## config.mk

```make
export PLATFORM = sky130hd
export DESIGN_NAME = dma_chain_sequencer
export DESIGN_NICKNAME = d
export VERILOG_FILES = /design/src/rtl/dma_chain_pkg.sv /design/src/rtl/dma_load_arb_if.sv /design/src/rtl/dma_chain_sequencer.sv /design/src/rtl/dma_load_arbiter.sv
export VERILOG_INCLUDE_DIRS = /design/src /design/src/rtl
export SDC_FILE = /design/constraint.sdc
export NUM_CORES = 2
export LEC_CHECK = 0
export ABC_AREA = 1
export BUFFER_PORTS_ARGS = -buffer_cell sky130_fd_sc_hd__buf_2
export CAP_MARGIN = 20
export CORE_ASPECT_RATIO = 1.5
export CORE_MARGIN = 4
export CORE_UTILIZATION = 25
export CTS_CLUSTER_SIZE = 10
export DETAILED_ROUTE_END_ITERATION = 8
export REMOVE_ABC_BUFFERS = 1
export SLEW_MARGIN = 10
export SYNTH_ARGS = -nofsm -noshare
export SYNTH_HDL_FRONTEND = slang
export SYNTH_SLANG_ARGS = --single-unit
export TNS_END_PERCENT = 100
```

## constraint.sdc

```tcl
create_clock -name clk_sys -period 9.3 [get_ports clk_sys]
set_input_delay 1.86 -clock clk_sys [delete_from_list [all_inputs] [get_ports clk_sys]]
set_output_delay 1.86 -clock clk_sys [all_outputs]
set_load 0.01 [all_outputs]
```

## src/rtl/dma_chain_consts.svh

```systemverilog
/*
 Constants of the DMA chain sequencer: channel map, register offsets,
 field positions and control block layout.
 Assumes inclusion by bare name from the design files.
*/
`ifndef DMA_CHAIN_CONSTS_SVH
`define DMA_CHAIN_CONSTS_SVH

`define NUM_CH        4
`define CH_SERIAL     2'h0
`define CH_SPI        2'h1
`define CH_PAR        2'h2
`define CH_IDP        2'h3

`define ADDR_W        19
`define CP_W          20
`define CNT_W         16
`define CP_INTSEL_BIT 19
`define MEM_BASE      20'h80000
`define TCB_SHORT_LAST 3'h3
`define TCB_LONG_LAST  3'h6

`define APB_AW        12
`define REG_CTRL      4'h0
`define REG_STATUS    4'h1
`define REG_INDEX     4'h2
`define REG_MODIFIER  4'h3
`define REG_COUNT     4'h4
`define REG_CHAINPTR  4'h5
`define REG_EXT_INDEX 4'h6
`define REG_EXT_MOD   4'h7
`define REG_EXT_COUNT 4'h8

`define CTRL_DMA_EN   0
`define CTRL_CHAIN_EN 1
`define STAT_ACTIVE   0
`define STAT_LOADING  1

`endif

```

## src/rtl/dma_chain_pkg.sv

```systemverilog
/*
 Types shared by the chain sequencer and its load arbiter.
 Assumes dma_chain_consts.svh is compiled alongside.
*/
package dma_chain_pkg;
    typedef logic [1:0] chIdx_t;
    typedef enum logic [1:0] {
        CH_IDLE    = 2'h0,
        CH_LDWAIT  = 2'h1,
        CH_LOADING = 2'h3,
        CH_RUN     = 2'h2
    } chState_t;
endpackage : dma_chain_pkg

```

## src/rtl/dma_load_arb_if.sv

```systemverilog
/*
 Request and grant bundle between the sequencer and the load arbiter.
 Assumes one clock shared by both ends.
*/
`timescale 1ns/1ps
`include "dma_chain_consts.svh"
interface dma_load_arb_if;
    logic [`NUM_CH-1:0]    req;       // Any request per channel
    logic [`NUM_CH-1:0]    loadReq;   // Control block load requests
    logic                  done;      // Control block load finished
    logic                  gntValid;  // One-cycle grant
    logic                  gntLoad;   // Grant is for a load
    dma_chain_pkg::chIdx_t gntCh;     // Granted channel

    modport seq (output req, loadReq, done, input gntValid, gntLoad, gntCh);
    modport arb (input req, loadReq, done, output gntValid, gntLoad, gntCh);
endinterface : dma_load_arb_if

```

## src/rtl/dma_chain_sequencer.sv

```systemverilog
/*
 DMA sequencing for four channels: serial, SPI, parallel (chain capable)
 and input data port (no chaining). APB register slave, word transfer
 grants to peripherals, control block loads from internal memory.
 Assumes memory answers each read pulse with one memRdValid later.
*/
`timescale 1ns/1ps
`include "dma_chain_consts.svh"
module dma_chain_sequencer (
    input  wire logic                  clk_sys,     // System clock, 10 MHz
    input  wire logic                  reset,       // Synchronous reset, active high
    input  wire logic                  psel,        // APB select
    input  wire logic                  penable,     // APB enable
    input  wire logic                  pwrite,      // APB direction
    input  wire logic [`APB_AW-1:0]    paddr,       // APB byte address
    input  wire logic [31:0]           pwdata,      // APB write data
    output logic      [31:0]           prdata,      // APB read data
    output logic                       pready,      // APB ready
    output logic                       pslverr,     // APB error, unmapped address
    input  wire logic [`NUM_CH-1:0]    xferReq,     // Peripheral wants a word moved
    output logic      [`NUM_CH-1:0]    xferGrant,   // One-cycle word grant
    output logic      [`CP_W-1:0]      xferAddr,    // Memory address of granted word
    output logic                       memRdEn,     // Control block word read pulse
    output logic      [`CP_W-1:0]      memAddr,     // Control block word address
    input  wire logic                  memRdValid,  // Read data valid
    input  wire logic [31:0]           memRdData,   // Read data
    output logic      [`NUM_CH-1:0]    chanIrq,     // Interrupt pulse to core latch
    output logic      [`NUM_CH-1:0]    chanActive   // Channel running, from status
);
    dma_load_arb_if arbBus ();

    dma_chain_pkg::chState_t state_q [`NUM_CH];
    logic [`NUM_CH-1:0]      dmaEn_q;
    logic [`NUM_CH-1:0]      chainEn_q;
    logic [`ADDR_W-1:0]      index_q  [`NUM_CH];
    logic [`ADDR_W-1:0]      modif_q  [`NUM_CH];
    logic [`CNT_W-1:0]       count_q  [`NUM_CH];
    logic [`CP_W-1:0]        cp_q     [`NUM_CH];
    logic [31:0]             extIdx_q [`NUM_CH];
    logic [31:0]             extMod_q [`NUM_CH];
    logic [31:0]             extCnt_q [`NUM_CH];
    logic [1:0]              stat_q   [`NUM_CH];

    logic                    ldActive_q;
    dma_chain_pkg::chIdx_t   ldCh_q;
    logic [2:0]              ldWord_q;
    logic                    ldWrite;
    logic                    ldLast;
    logic                    xferGo;
    logic                    ldStart;
    logic                    apbWr;
    logic                    apbRdCapture;
    dma_chain_pkg::chIdx_t   regCh;
    logic [3:0]              regField;
    logic                    regMapped;
    logic [31:0]             rdMux;

    function automatic logic chainCapable(input dma_chain_pkg::chIdx_t ch);
        chainCapable = (ch != `CH_IDP);
    endfunction : chainCapable

    function automatic logic [2:0] tcbLast(input dma_chain_pkg::chIdx_t ch);
        tcbLast = (ch == `CH_PAR) ? `TCB_LONG_LAST : `TCB_SHORT_LAST;
    endfunction : tcbLast

    // APB decode: one wait state so every bus output is a flip-flop
    assign regCh        = paddr[7:6];
    assign regField     = paddr[5:2];
    assign regMapped    = (paddr[`APB_AW-1:8] == 4'h0) && (regField <= `REG_EXT_COUNT) && (paddr[1:0] == 2'h0);
    assign apbWr        = psel && penable && pready && pwrite && regMapped;
    assign apbRdCapture = psel && penable && !pready;

    always_comb begin
        rdMux = 32'h0;
        unique case (regField)
            `REG_CTRL:      rdMux = {30'h0, chainEn_q[regCh], dmaEn_q[regCh]};
            `REG_STATUS:    rdMux = {30'h0, stat_q[regCh]};
            `REG_INDEX:     rdMux = {13'h0, index_q[regCh]};
            `REG_MODIFIER:  rdMux = {13'h0, modif_q[regCh]};
            `REG_COUNT:     rdMux = {16'h0, count_q[regCh]};
            `REG_CHAINPTR:  rdMux = {12'h0, cp_q[regCh]};
            `REG_EXT_INDEX: rdMux = extIdx_q[regCh];
            `REG_EXT_MOD:   rdMux = extMod_q[regCh];
            `REG_EXT_COUNT: rdMux = extCnt_q[regCh];
            default:        rdMux = 32'h0;
        endcase
    end

    always_ff @(posedge clk_sys) begin
        if (reset) begin
            pready  <= 1'b0;
            prdata  <= 32'h0;
            pslverr <= 1'b0;
        end else begin
            pready  <= apbRdCapture;
            pslverr <= apbRdCapture && !regMapped;
            if (apbRdCapture) begin
                prdata <= regMapped ? rdMux : 32'h0;
            end
        end
    end

    // Arbiter hookup
    assign xferGo  = arbBus.gntValid && !arbBus.gntLoad;
    assign ldStart = arbBus.gntValid && arbBus.gntLoad;
    assign ldWrite = ldActive_q && memRdValid;
    assign ldLast  = (ldWord_q == tcbLast(ldCh_q));
    assign arbBus.done = ldWrite && ldLast;

    dma_load_arbiter u_arb (
        .clk_sys (clk_sys),
        .reset   (reset),
        .arb     (arbBus.arb)
    );

    // Control block fetch engine, one word outstanding at a time
    always_ff @(posedge clk_sys) begin
        if (reset) begin
            ldActive_q <= 1'b0;
            ldCh_q     <= 2'h0;
            ldWord_q   <= 3'h0;
            memRdEn    <= 1'b0;
            memAddr    <= `CP_W'h0;
        end else begin
            memRdEn <= 1'b0;
            if (ldStart) begin
                ldActive_q <= 1'b1;
                ldCh_q     <= arbBus.gntCh;
                ldWord_q   <= 3'h0;
                memRdEn    <= 1'b1;
                memAddr    <= `MEM_BASE + {1'b0, cp_q[arbBus.gntCh][`ADDR_W-1:0]};
            end else if (ldWrite) begin
                if (ldLast) begin
                    ldActive_q <= 1'b0;
                end else begin
                    ldWord_q <= ldWord_q + 3'h1;
                    memRdEn  <= 1'b1;
                    memAddr  <= memAddr - `CP_W'h1;
                end
            end
        end
    end

    // Word grant to the peripheral with its address
    always_ff @(posedge clk_sys) begin
        if (reset) begin
            xferGrant <= '0;
            xferAddr  <= `CP_W'h0;
        end else begin
            xferGrant <= '0;
            if (xferGo) begin
                xferGrant[arbBus.gntCh] <= 1'b1;
                xferAddr                <= `MEM_BASE + {1'b0, index_q[arbBus.gntCh]};
            end
        end
    end

    for (genvar g = 0; g < `NUM_CH; g++) begin : g_ch
        logic selWr;
        logic ctrlWr;
        logic cpWr;
        logic newDma;
        logic newChain;
        logic myXfer;
        logic myLoad;

        assign selWr    = apbWr && (regCh == 2'(g));
        assign ctrlWr   = selWr && (regField == `REG_CTRL);
        assign cpWr     = selWr && (regField == `REG_CHAINPTR);
        assign newDma   = pwdata[`CTRL_DMA_EN];
        assign newChain = pwdata[`CTRL_CHAIN_EN] && chainCapable(2'(g));
        assign myXfer   = xferGo && (arbBus.gntCh == 2'(g));
        assign myLoad   = ldWrite && (ldCh_q == 2'(g));

        // Insertion mode keeps transfers going with the enable cleared
        assign arbBus.req[g] = (state_q[g] == dma_chain_pkg::CH_LDWAIT)
            || ((state_q[g] == dma_chain_pkg::CH_RUN) && (dmaEn_q[g] || chainEn_q[g])
                && xferReq[g] && !xferGrant[g]);
        assign arbBus.loadReq[g] = (state_q[g] == dma_chain_pkg::CH_LDWAIT);

        always_ff @(posedge clk_sys) begin
            if (reset) begin
                stat_q[g]     <= 2'h0;
                chanActive[g] <= 1'b0;
            end else begin
                // Loading reads as inactive
                stat_q[g][`STAT_ACTIVE]  <= (state_q[g] == dma_chain_pkg::CH_RUN);
                stat_q[g][`STAT_LOADING] <= (state_q[g] == dma_chain_pkg::CH_LDWAIT)
                                         || (state_q[g] == dma_chain_pkg::CH_LOADING);
                chanActive[g]            <= (state_q[g] == dma_chain_pkg::CH_RUN);
            end
        end

        always_ff @(posedge clk_sys) begin
            if (reset) begin
                state_q[g]   <= dma_chain_pkg::CH_IDLE;
                dmaEn_q[g]   <= 1'b0;
                chainEn_q[g] <= 1'b0;
                index_q[g]   <= '0;
                modif_q[g]   <= '0;
                count_q[g]   <= '0;
                cp_q[g]      <= '0;
                extIdx_q[g]  <= 32'h0;
                extMod_q[g]  <= 32'h0;
                extCnt_q[g]  <= 32'h0;
                chanIrq[g]   <= 1'b0;
            end else begin
                chanIrq[g] <= 1'b0;
                // Software writes first; hardware updates below override them
                if (ctrlWr) begin
                    dmaEn_q[g]   <= newDma;
                    chainEn_q[g] <= newChain;
                end
                if (selWr) begin
                    unique case (regField)
                        `REG_INDEX:     index_q[g] <= pwdata[`ADDR_W-1:0];
                        `REG_MODIFIER:  modif_q[g] <= pwdata[`ADDR_W-1:0];
                        `REG_COUNT:     count_q[g] <= pwdata[`CNT_W-1:0]; // no interrupt
                        `REG_CHAINPTR:  cp_q[g]    <= pwdata[`CP_W-1:0]; // any time
                        `REG_EXT_INDEX: extIdx_q[g] <= (2'(g) == `CH_PAR) ? pwdata : 32'h0;
                        `REG_EXT_MOD:   extMod_q[g] <= (2'(g) == `CH_PAR) ? pwdata : 32'h0;
                        `REG_EXT_COUNT: extCnt_q[g] <= (2'(g) == `CH_PAR) ? pwdata : 32'h0;
                        default: ;
                    endcase
                end
                unique case (state_q[g])
                    dma_chain_pkg::CH_IDLE: begin
                        if (ctrlWr && !newChain && newDma && !dmaEn_q[g]) begin
                            state_q[g] <= dma_chain_pkg::CH_RUN;
                        end else if (cpWr && chainEn_q[g] && dmaEn_q[g]
                                     && (pwdata[`ADDR_W-1:0] != '0)) begin
                            state_q[g] <= dma_chain_pkg::CH_LDWAIT;
                        end
                    end
                    dma_chain_pkg::CH_RUN: begin
                        if (ctrlWr && !newDma && !newChain) begin
                            state_q[g] <= dma_chain_pkg::CH_IDLE;
                        end else if (myXfer) begin
                            index_q[g] <= index_q[g] + modif_q[g];
                            count_q[g] <= count_q[g] - `CNT_W'h1;
                            if (count_q[g] == `CNT_W'h1) begin
                                if (chainEn_q[g] && !dmaEn_q[g]) begin
                                    chanIrq[g] <= 1'b1;
                                    state_q[g] <= dma_chain_pkg::CH_IDLE;
                                end else if (chainEn_q[g] && (cp_q[g][`ADDR_W-1:0] != '0)) begin
                                    // Self-pointing blocks simply reload
                                    chanIrq[g] <= cp_q[g][`CP_INTSEL_BIT];
                                    state_q[g] <= dma_chain_pkg::CH_LDWAIT;
                                end else begin
                                    chanIrq[g] <= 1'b1;
                                    state_q[g] <= dma_chain_pkg::CH_IDLE;
                                end
                            end
                        end
                    end
                    dma_chain_pkg::CH_LDWAIT: begin
                        if (ldStart && (arbBus.gntCh == 2'(g))) begin
                            state_q[g] <= dma_chain_pkg::CH_LOADING;
                        end
                    end
                    dma_chain_pkg::CH_LOADING: begin
                        if (myLoad) begin
                            unique case (ldWord_q)
                                3'h0: index_q[g]  <= memRdData[`ADDR_W-1:0];
                                3'h1: modif_q[g]  <= memRdData[`ADDR_W-1:0];
                                3'h2: count_q[g]  <= memRdData[`CNT_W-1:0];
                                3'h3: cp_q[g]     <= memRdData[`CP_W-1:0];
                                3'h4: extIdx_q[g] <= memRdData;
                                3'h5: extMod_q[g] <= memRdData;
                                default: extCnt_q[g] <= memRdData;
                            endcase
                            if (ldLast) begin
                                state_q[g] <= dma_chain_pkg::CH_RUN;
                            end
                        end
                    end
                endcase
            end
        end
    end
endmodule : dma_chain_sequencer

```

## src/rtl/dma_load_arbiter.sv

```systemverilog
/*
 Fixed-priority arbiter, channel 0 highest. A granted load holds the
 arbiter locked until the sequencer reports the load done.
 Assumes the requester masks a word request once granted.
*/
`timescale 1ns/1ps
`include "dma_chain_consts.svh"
module dma_load_arbiter (
    input  wire logic     clk_sys,  // System clock
    input  wire logic     reset,    // Synchronous reset, active high
    dma_load_arb_if.arb   arb       // Requests in, grants out
);
    logic busy_q;

    function automatic dma_chain_pkg::chIdx_t pickHighest(input logic [`NUM_CH-1:0] r);
        pickHighest = 2'h0;
        for (int i = `NUM_CH - 1; i >= 0; i--) begin
            if (r[i]) begin
                pickHighest = 2'(i);
            end
        end
    endfunction : pickHighest

    always_ff @(posedge clk_sys) begin
        if (reset) begin
            arb.gntValid <= 1'b0;
            arb.gntLoad  <= 1'b0;
            arb.gntCh    <= 2'h0;
            busy_q       <= 1'b0;
        end else begin
            arb.gntValid <= 1'b0;
            if (arb.done) begin
                busy_q <= 1'b0;
            end
            // Locked while a load runs: no pre-emption
            if (!busy_q && !arb.gntValid && |arb.req) begin
                arb.gntValid <= 1'b1;
                arb.gntCh    <= pickHighest(arb.req);
                arb.gntLoad  <= arb.loadReq[pickHighest(arb.req)];
                busy_q       <= arb.loadReq[pickHighest(arb.req)];
            end
        end
    end
endmodule : dma_load_arbiter

```

# Word-level counts from Yosys, hierarchy flattened
# Memory sizes are Yosys's and may differ from the RTL's. A register that Yosys moved wholly into a read port is not among the register bits.
# Index checks and enable logic that the tools add are counted.
[classes] addsub=12 n_lt_le_gt_ge=5 mux=528 eq_ne=40 bitwise=115 n_reduce_logical=138
[op_table] op="$mux 32" count=25
[op_table] op="$mux 1" count=415
[op_table] op="$mux 19" count=20
[op_table] op="$pmux 32 s9" count=1
[op_table] op="$mux 20" count=11
[op_table] op="$mux 16" count=12
[op_table] op="$or 1x1->1" count=101
[op_table] op="$logic_and 1x1->1" count=83
[op_table] op="$mux 2" count=39
[op_table] op="$add 19x19->19" count=4
[op_table] op="$reduce_bool 19->1" count=4
[op_table] op="$eq 16x1->1 const B" count=4
[op_table] op="$sub 16x1->16 const B" count=4
[op_table] op="$add 20x19->20 const A" count=2
[op_table] op="$eq 2x2->1 const B" count=14
[op_table] op="$reduce_or 5->1" count=4
[op_table] op="$sub 20x1->20 const B" count=1
[op_table] op="$eq 4x3->1 const B" count=4
[op_table] op="$logic_not 2->1" count=8
[op_table] op="$logic_not 1->1" count=15
[op_table] op="$eq 2x1->1 const B" count=7
[op_table] op="$not 1->1" count=14
[op_table] op="$logic_or 1x1->1" count=11
[op_table] op="$lt 2x3->1 const B" count=3
[op_table] op="21 further kinds" count=32
[totals] output_inout_bits=87 ff_bits=105 mem_bits_rw=696 mem_count=9
[mem_list] name="extCnt_q" depth=4 width=32 read_ports=1 rd_clocked_by_memory_dff=0 wr=4 line="dma_chain_sequencer.sv:41" source="logic [31:0] extCnt_q [`NUM_CH];"
[mem_list] name="extIdx_q" depth=4 width=32 read_ports=1 rd_clocked_by_memory_dff=0 wr=4 line="dma_chain_sequencer.sv:39" source="logic [31:0] extIdx_q [`NUM_CH];"
[mem_list] name="extMod_q" depth=4 width=32 read_ports=1 rd_clocked_by_memory_dff=0 wr=4 line="dma_chain_sequencer.sv:40" source="logic [31:0] extMod_q [`NUM_CH];"
[mem_list] name="cp_q" depth=4 width=20 read_ports=5 rd_clocked_by_memory_dff=1 wr=4 line="dma_chain_sequencer.sv:38" source="logic [`CP_W-1:0] cp_q [`NUM_CH];"
[mem_list] name="index_q" depth=4 width=19 read_ports=6 rd_clocked_by_memory_dff=1 wr=4 line="dma_chain_sequencer.sv:35" source="logic [`ADDR_W-1:0] index_q [`NUM_CH];"
[mem_list] name="modif_q" depth=4 width=19 read_ports=5 rd_clocked_by_memory_dff=0 wr=4 line="dma_chain_sequencer.sv:36" source="logic [`ADDR_W-1:0] modif_q [`NUM_CH];"
[mem_list] name="+3 memories"

# Logic depth before layout (Yosys ltp)
[depth] ltp_word=21 mapped_depth=15 mapped_depth_nobuf=15

# By module
# A second synthesis with hierarchy kept.
[unflattened] hier_cells=5615 area_unflattened_um2=45701.3
[modules_own_cells] module="dma_chain_sequencer" cells_per_inst=5569 area_per_inst_um2=45426.1 instances=1 seq_area_each_um2=22741.8
[modules_own_cells] module="dma_load_arbiter" cells_per_inst=46 area_per_inst_um2=275.3 instances=1 seq_area_each_um2=100.1

# Worst setup path after synthesis
# OpenSTA, ideal clock, no wires.
[synth_timing] kind="input-to-reg" start="input port paddr[5]" end="memory extMod_q[0][0] (enable)" cell_stages=6 path_slack_ps=4571 t_arrival_ps=4299 path_buffers=1 cell_sequence="inv_2 -> nand2_1 -> nor3_1 -> inv_1 -> clkbuf_1 -> o211ai_1"
[synth_lines] element="from (decl)" line="dma_chain_sequencer.sv:15" source="input wire logic [`APB_AW-1:0] paddr,"
[synth_lines] element="to (decl)" line="dma_chain_sequencer.sv:40"

==> summary.md <==
| Metric | Value |
|---|---|
| Post-synthesis instance area | `0.04652 mm2` |
| Initial Util | `0.2518` |
| Die Footprint | `0.1932 mm2` |
| Master cell of the clock root buffer | `sky130_fd_sc_hd__clkbuf_16` |
| Total global-route track usage | `0.2408` |
| Average wire length per cell after detail routing | `28.76 um` |
| Worst min-delay path class | `reg -> reg` |
| Most frequent standard cell in the layout excluding fill and tap cells | `sky130_fd_sc_hd__nand2_1` |
| Fillers | `19818` |
| Pin count of the biggest net entering global routing | `slightly above 90` |
| Most used cells in the layout excluding fill and tap cells | `sky130_fd_sc_hd__nand2_1, sky130_fd_sc_hd__nor2_1, sky130_fd_sc_hd__edfxtp_1` |
| Largest stage delay on the critical path | `0.64 ns` |
| Number of H-tree levels | `3` |
| WP data required | `~9.8 ns` |
| Part of the Yosys area used for sequential elements | `0.4919` |
| Time the final worst path needs with I/O delays and setup | `5.268 ns` |
| Final Net Count | `6088` |
| Vias per inst | `5.476` |
| Biggest area consumer among synthesized cells | `sky130_fd_sc_hd__edfxtp_1` |
| Core region area | `0.1847 mm2` |
| Cell at the slowest stage of the critical path | `sky130_fd_sc_hd__nand2_1` |
| Total CTS buffers | `93` |
| Number of cell rows | `slightly below 200` |
| Total of warnings raised by yosys | `0` |
| Non-filler instance count after layout | `8444` |
| Number of max-slew violations in the final report | `0` |
| Routability cong. | `1.048` |
| RSZ-0062 raised after global routing | `false` |
| TritonRoute pass-1 iters | `6` |
| Cell variety after synth | `58` |
| Starting DRC count in detailed routing | `6567` |
| Type of origin of the critical path | `input port` |
| Sequential Power Share | `0.469` |
| Mapped Cells | `5864` |
| Final cell area excluding filler cells | `0.05305 mm2` |
| Critical setup path kind | `in -> reg` |
| Flip-flop and latch count after synthesis | `799` |
| Transition time at the pin with the least slew margin | `1.232 ns` |
| Dominant synthesized flop cell | `sky130_fd_sc_hd__edfxtp_1` |
| Number of port buffers | `172` |
| Via count | `between 40000 and 50000` |
| Cell area after placement | `0.05004 mm2` |
| Width of the chip | `between 300 and 400 um` |
| Most prevalent standard cell on the critical path | `sky130_fd_sc_hd__nand2_1` |
| Post_cts resized | `0` |
| Hold Startpoint | `prdata[19]` |
| Fraction of registers with async set or reset after synthesis | `0` |
| Avg Inst Size Synth | `7.933 um2` |
| Slew margin rel. | `0.1728` |
| Yosys top cell area share | `0.4441` |
| Relative area change from synthesis to final layout | `14.03%` |
| Maximum fanout encountered on the critical timing path | `46` |
| Number of setup buffers added after CTS | `0` |
| Startpoint of the worst register-to-register path | `pready` |
| Status | `completed` |
| Worst Setup End Kind | `register` |
| Maximum root-to-sink buffer count | `3` |
| Final HPWL from detailed placement | `around 160000 um` |
| Critical Path Start | `paddr[6]` |
| Area used by multi-input combinational logic | `between 0.02 and 0.025 mm2` |
| Remaining number of nets flagged by the antenna check after routing | `0` |
| Leak Pwr | `21.80 nW` |
| Wire length of the first global-routing pass | `332200 um` |
| Hold buffer count at CTS | `0` |
| Met3 Track Usage GR | `0.06210` |
| Sink Count | `roughly 800` |
| Fin Setup TNS | `0 ns` |
| Count of unresolved DRC violations after routing | `0` |
| TritonCTS clock tree | `yes` |
| Clock transition at the register clock pins on the worst setup and hold paths after CTS | `0.06 ns` |
| Number of placed I/O pins | `173` |
| Relative contribution of the clock network to total power | `0.408` |
| Proportion of power drawn by combinational gates | `0.123` |
| Worst Skew | `approximately 0.055 ns` |
| Antenna violations before repair | `26` |
| Cells traversed along the worst timing path | `buf_2 -> inv_2 -> nand2_1 -> buf_4 -> buf_4 -> nor2_2 -> nand3_2 -> nand2_2 -> buf_4 -> inv_2 -> nand2_1 -> nand2_1 -> o21ai_0 -> nand2_1` |
| Psw | `2.551 mW` |
| Final setup fails | `0` |
| Finished Core Util | `0.2872` |
| Cell types occupying the most area after synthesis | `sky130_fd_sc_hd__edfxtp_1, sky130_fd_sc_hd__nand2_1, sky130_fd_sc_hd__nor2_1, sky130_fd_sc_hd__dfxtp_1, sky130_fd_sc_hd__a21oi_1` |
| Sw frac | `0.2911` |
| Most Crowded Layer GR | `met2` |
| Number of global-route vias before repair | `43672` |
| Number of buffers and inverters on the critical path | `6` |
| Fraction of layout cells with a size suffix above 1 | `0.08386` |
| Grt total ovfl | `0` |
| Grt met2 use | `0.3865` |
| IR Drop Worst-Case VDD | `around 0.16 mV` |
| CP Data Arrival Time | `5.74 ns` |
| WL final | `242900 um` |
| P per Cell Area | `165.2 mW/mm2` |
| Hold Vio Cnt, Final | `0` |
| Footprint of the flip-flops and latches | `0.02288 mm2` |
| Kind of cell adding the most delay to the critical path | `simple AND/OR/NAND/NOR gates` |
| Total placed cells including tap cells | `between 8000 and 9000` |
| Maximum achievable frequency | `189.8 MHz` |
| Final worst-path cycle share | `0.5665` |
| Die height | `536.3 um` |
| Max-cap violation count | `0` |
| Clock latency reported for the late side of the worst-skew pair | `slightly below 0.8 ns` |
| Global routing met1 resource utilization | `0.2666` |
| Number of synthesized flops with an enable pin | `688` |
| Cell-internal power | `6.212 mW` |
## metrics by stage
step	power [mW]	setup slack [ns]	hold slack (ns)
final	8.762	4.032	0.4648
after global routing	8.970	4.136	0.4854
after CTS	8.722	4.283	0.4648
after detailed placement	5.201	3.517	0.4555
after global placement	5.196	3.603	0.4513
after floorplan	4.661	-0.7744	0.4563
## routing by layer
metal,wire length [um],vias to the layer above,part of all wire
met5,80,-,0.00033
met4,25130,12,0.10
met3,25720,999,0.11
met2,109700,3224,0.45
met1,82240,22026,0.34
li1,-,19979,-
## state kept, by name (all words and copies together) (netlist names), 3 cells and up, named ones only
signal	flops
count_q	64
index_q	76
state_q	8
extMod_q	128
cp_q	80
chainEn_q	3
xferGrant	4
dmaEn_q	4
extCnt_q	128
xferAddr	20
memAddr	20
chanIrq	4
ldWord_q	3
extIdx_q	128
stat_q	8
modif_q	76
prdata	32
## path summary, 6_finish.rpt
check / end / slack [ns] / cells after the start
setup / recovery: state_q[2][0] / 4.03 / 14
hold / removal: prdata[19] / 0.46 / 2
setup reg to reg: state_q[2][0] / 4.97 / 12
hold reg to reg: prdata[19] / 0.46 / 2
## Yosys cell counts, types with 13 or more instances
library cell and count:
sky130_fd_sc_hd__o22ai_1 175, sky130_fd_sc_hd__o211ai_1 27, sky130_fd_sc_hd__buf_4 17, sky130_fd_sc_hd__a22oi_1 79
sky130_fd_sc_hd__nor2_1 702, sky130_fd_sc_hd__nand4_1 152, sky130_fd_sc_hd__clkinv_1 34, sky130_fd_sc_hd__a21oi_1 413
sky130_fd_sc_hd__nand2_1 1644, sky130_fd_sc_hd__xor2_1 64, sky130_fd_sc_hd__a31oi_1 13, sky130_fd_sc_hd__clkbuf_1 241
sky130_fd_sc_hd__buf_2 75, sky130_fd_sc_hd__edfxtp_1 688, sky130_fd_sc_hd__dfxtp_1 111, sky130_fd_sc_hd__o21ai_0 303
sky130_fd_sc_hd__inv_1 474, sky130_fd_sc_hd__ha_1 86, sky130_fd_sc_hd__xnor2_1 16, sky130_fd_sc_hd__nor3_1 41
sky130_fd_sc_hd__nand3_1 357
## logic make-up (layout without fill, tap and decap cells)
| family | after synthesis | count (layout) | synth area share |
|---|---|---|---|
| adders and majority gates | 90 | 90 | 0.02485 |
| other | 0 | 21 | 0 |
| AOI/OAI and AO/OA | 1060 | 1060 | 0.1278 |
| muxes | 3 | 3 | 0.0006455 |
| and+or+nand+nor | 2966 | 2966 | 0.2660 |
| buffers and inverters | 866 | 988 | 0.07375 |
| xor gates and xnor gates | 80 | 80 | 0.01506 |
| DFF | 799 | 799 | 0.4919 |
## tightest hold or removal path: stages, from the launching register on
cell and delay (ns):
sky130_fd_sc_hd__dfxtp_1 0.30, sky130_fd_sc_hd__nand2_1 0.06, sky130_fd_sc_hd__a21oi_1 0.05
## power groups by stage
stage          Sequential, mW  Combinational, mW  Clock (mW)
2_1_floorplan            4.15              0.513           0
3_3_place_gp             4.17               1.02           0
3_5_place_dp             4.18               1.03           0
4_1_cts                  4.10               1.03        3.59
5_1_grt                  4.11               1.13        3.73
6_report                 4.11               1.08        3.58
## layout make-up
| class | count | area share |
|---|---|---|
| antenna | 21 | 0.0009906 |
| clock buffer | 156 | 0.04927 |
| multi-input combinational | 4199 | 0.3839 |
| clock inverter | 13 | 0.003915 |
| timing repair buffer | 300 | 0.03620 |
| sequential | 799 | 0.4314 |
| inverter | 519 | 0.03684 |
| tap | 2437 | 0.05748 |
(Power assumes the default switching activity.)
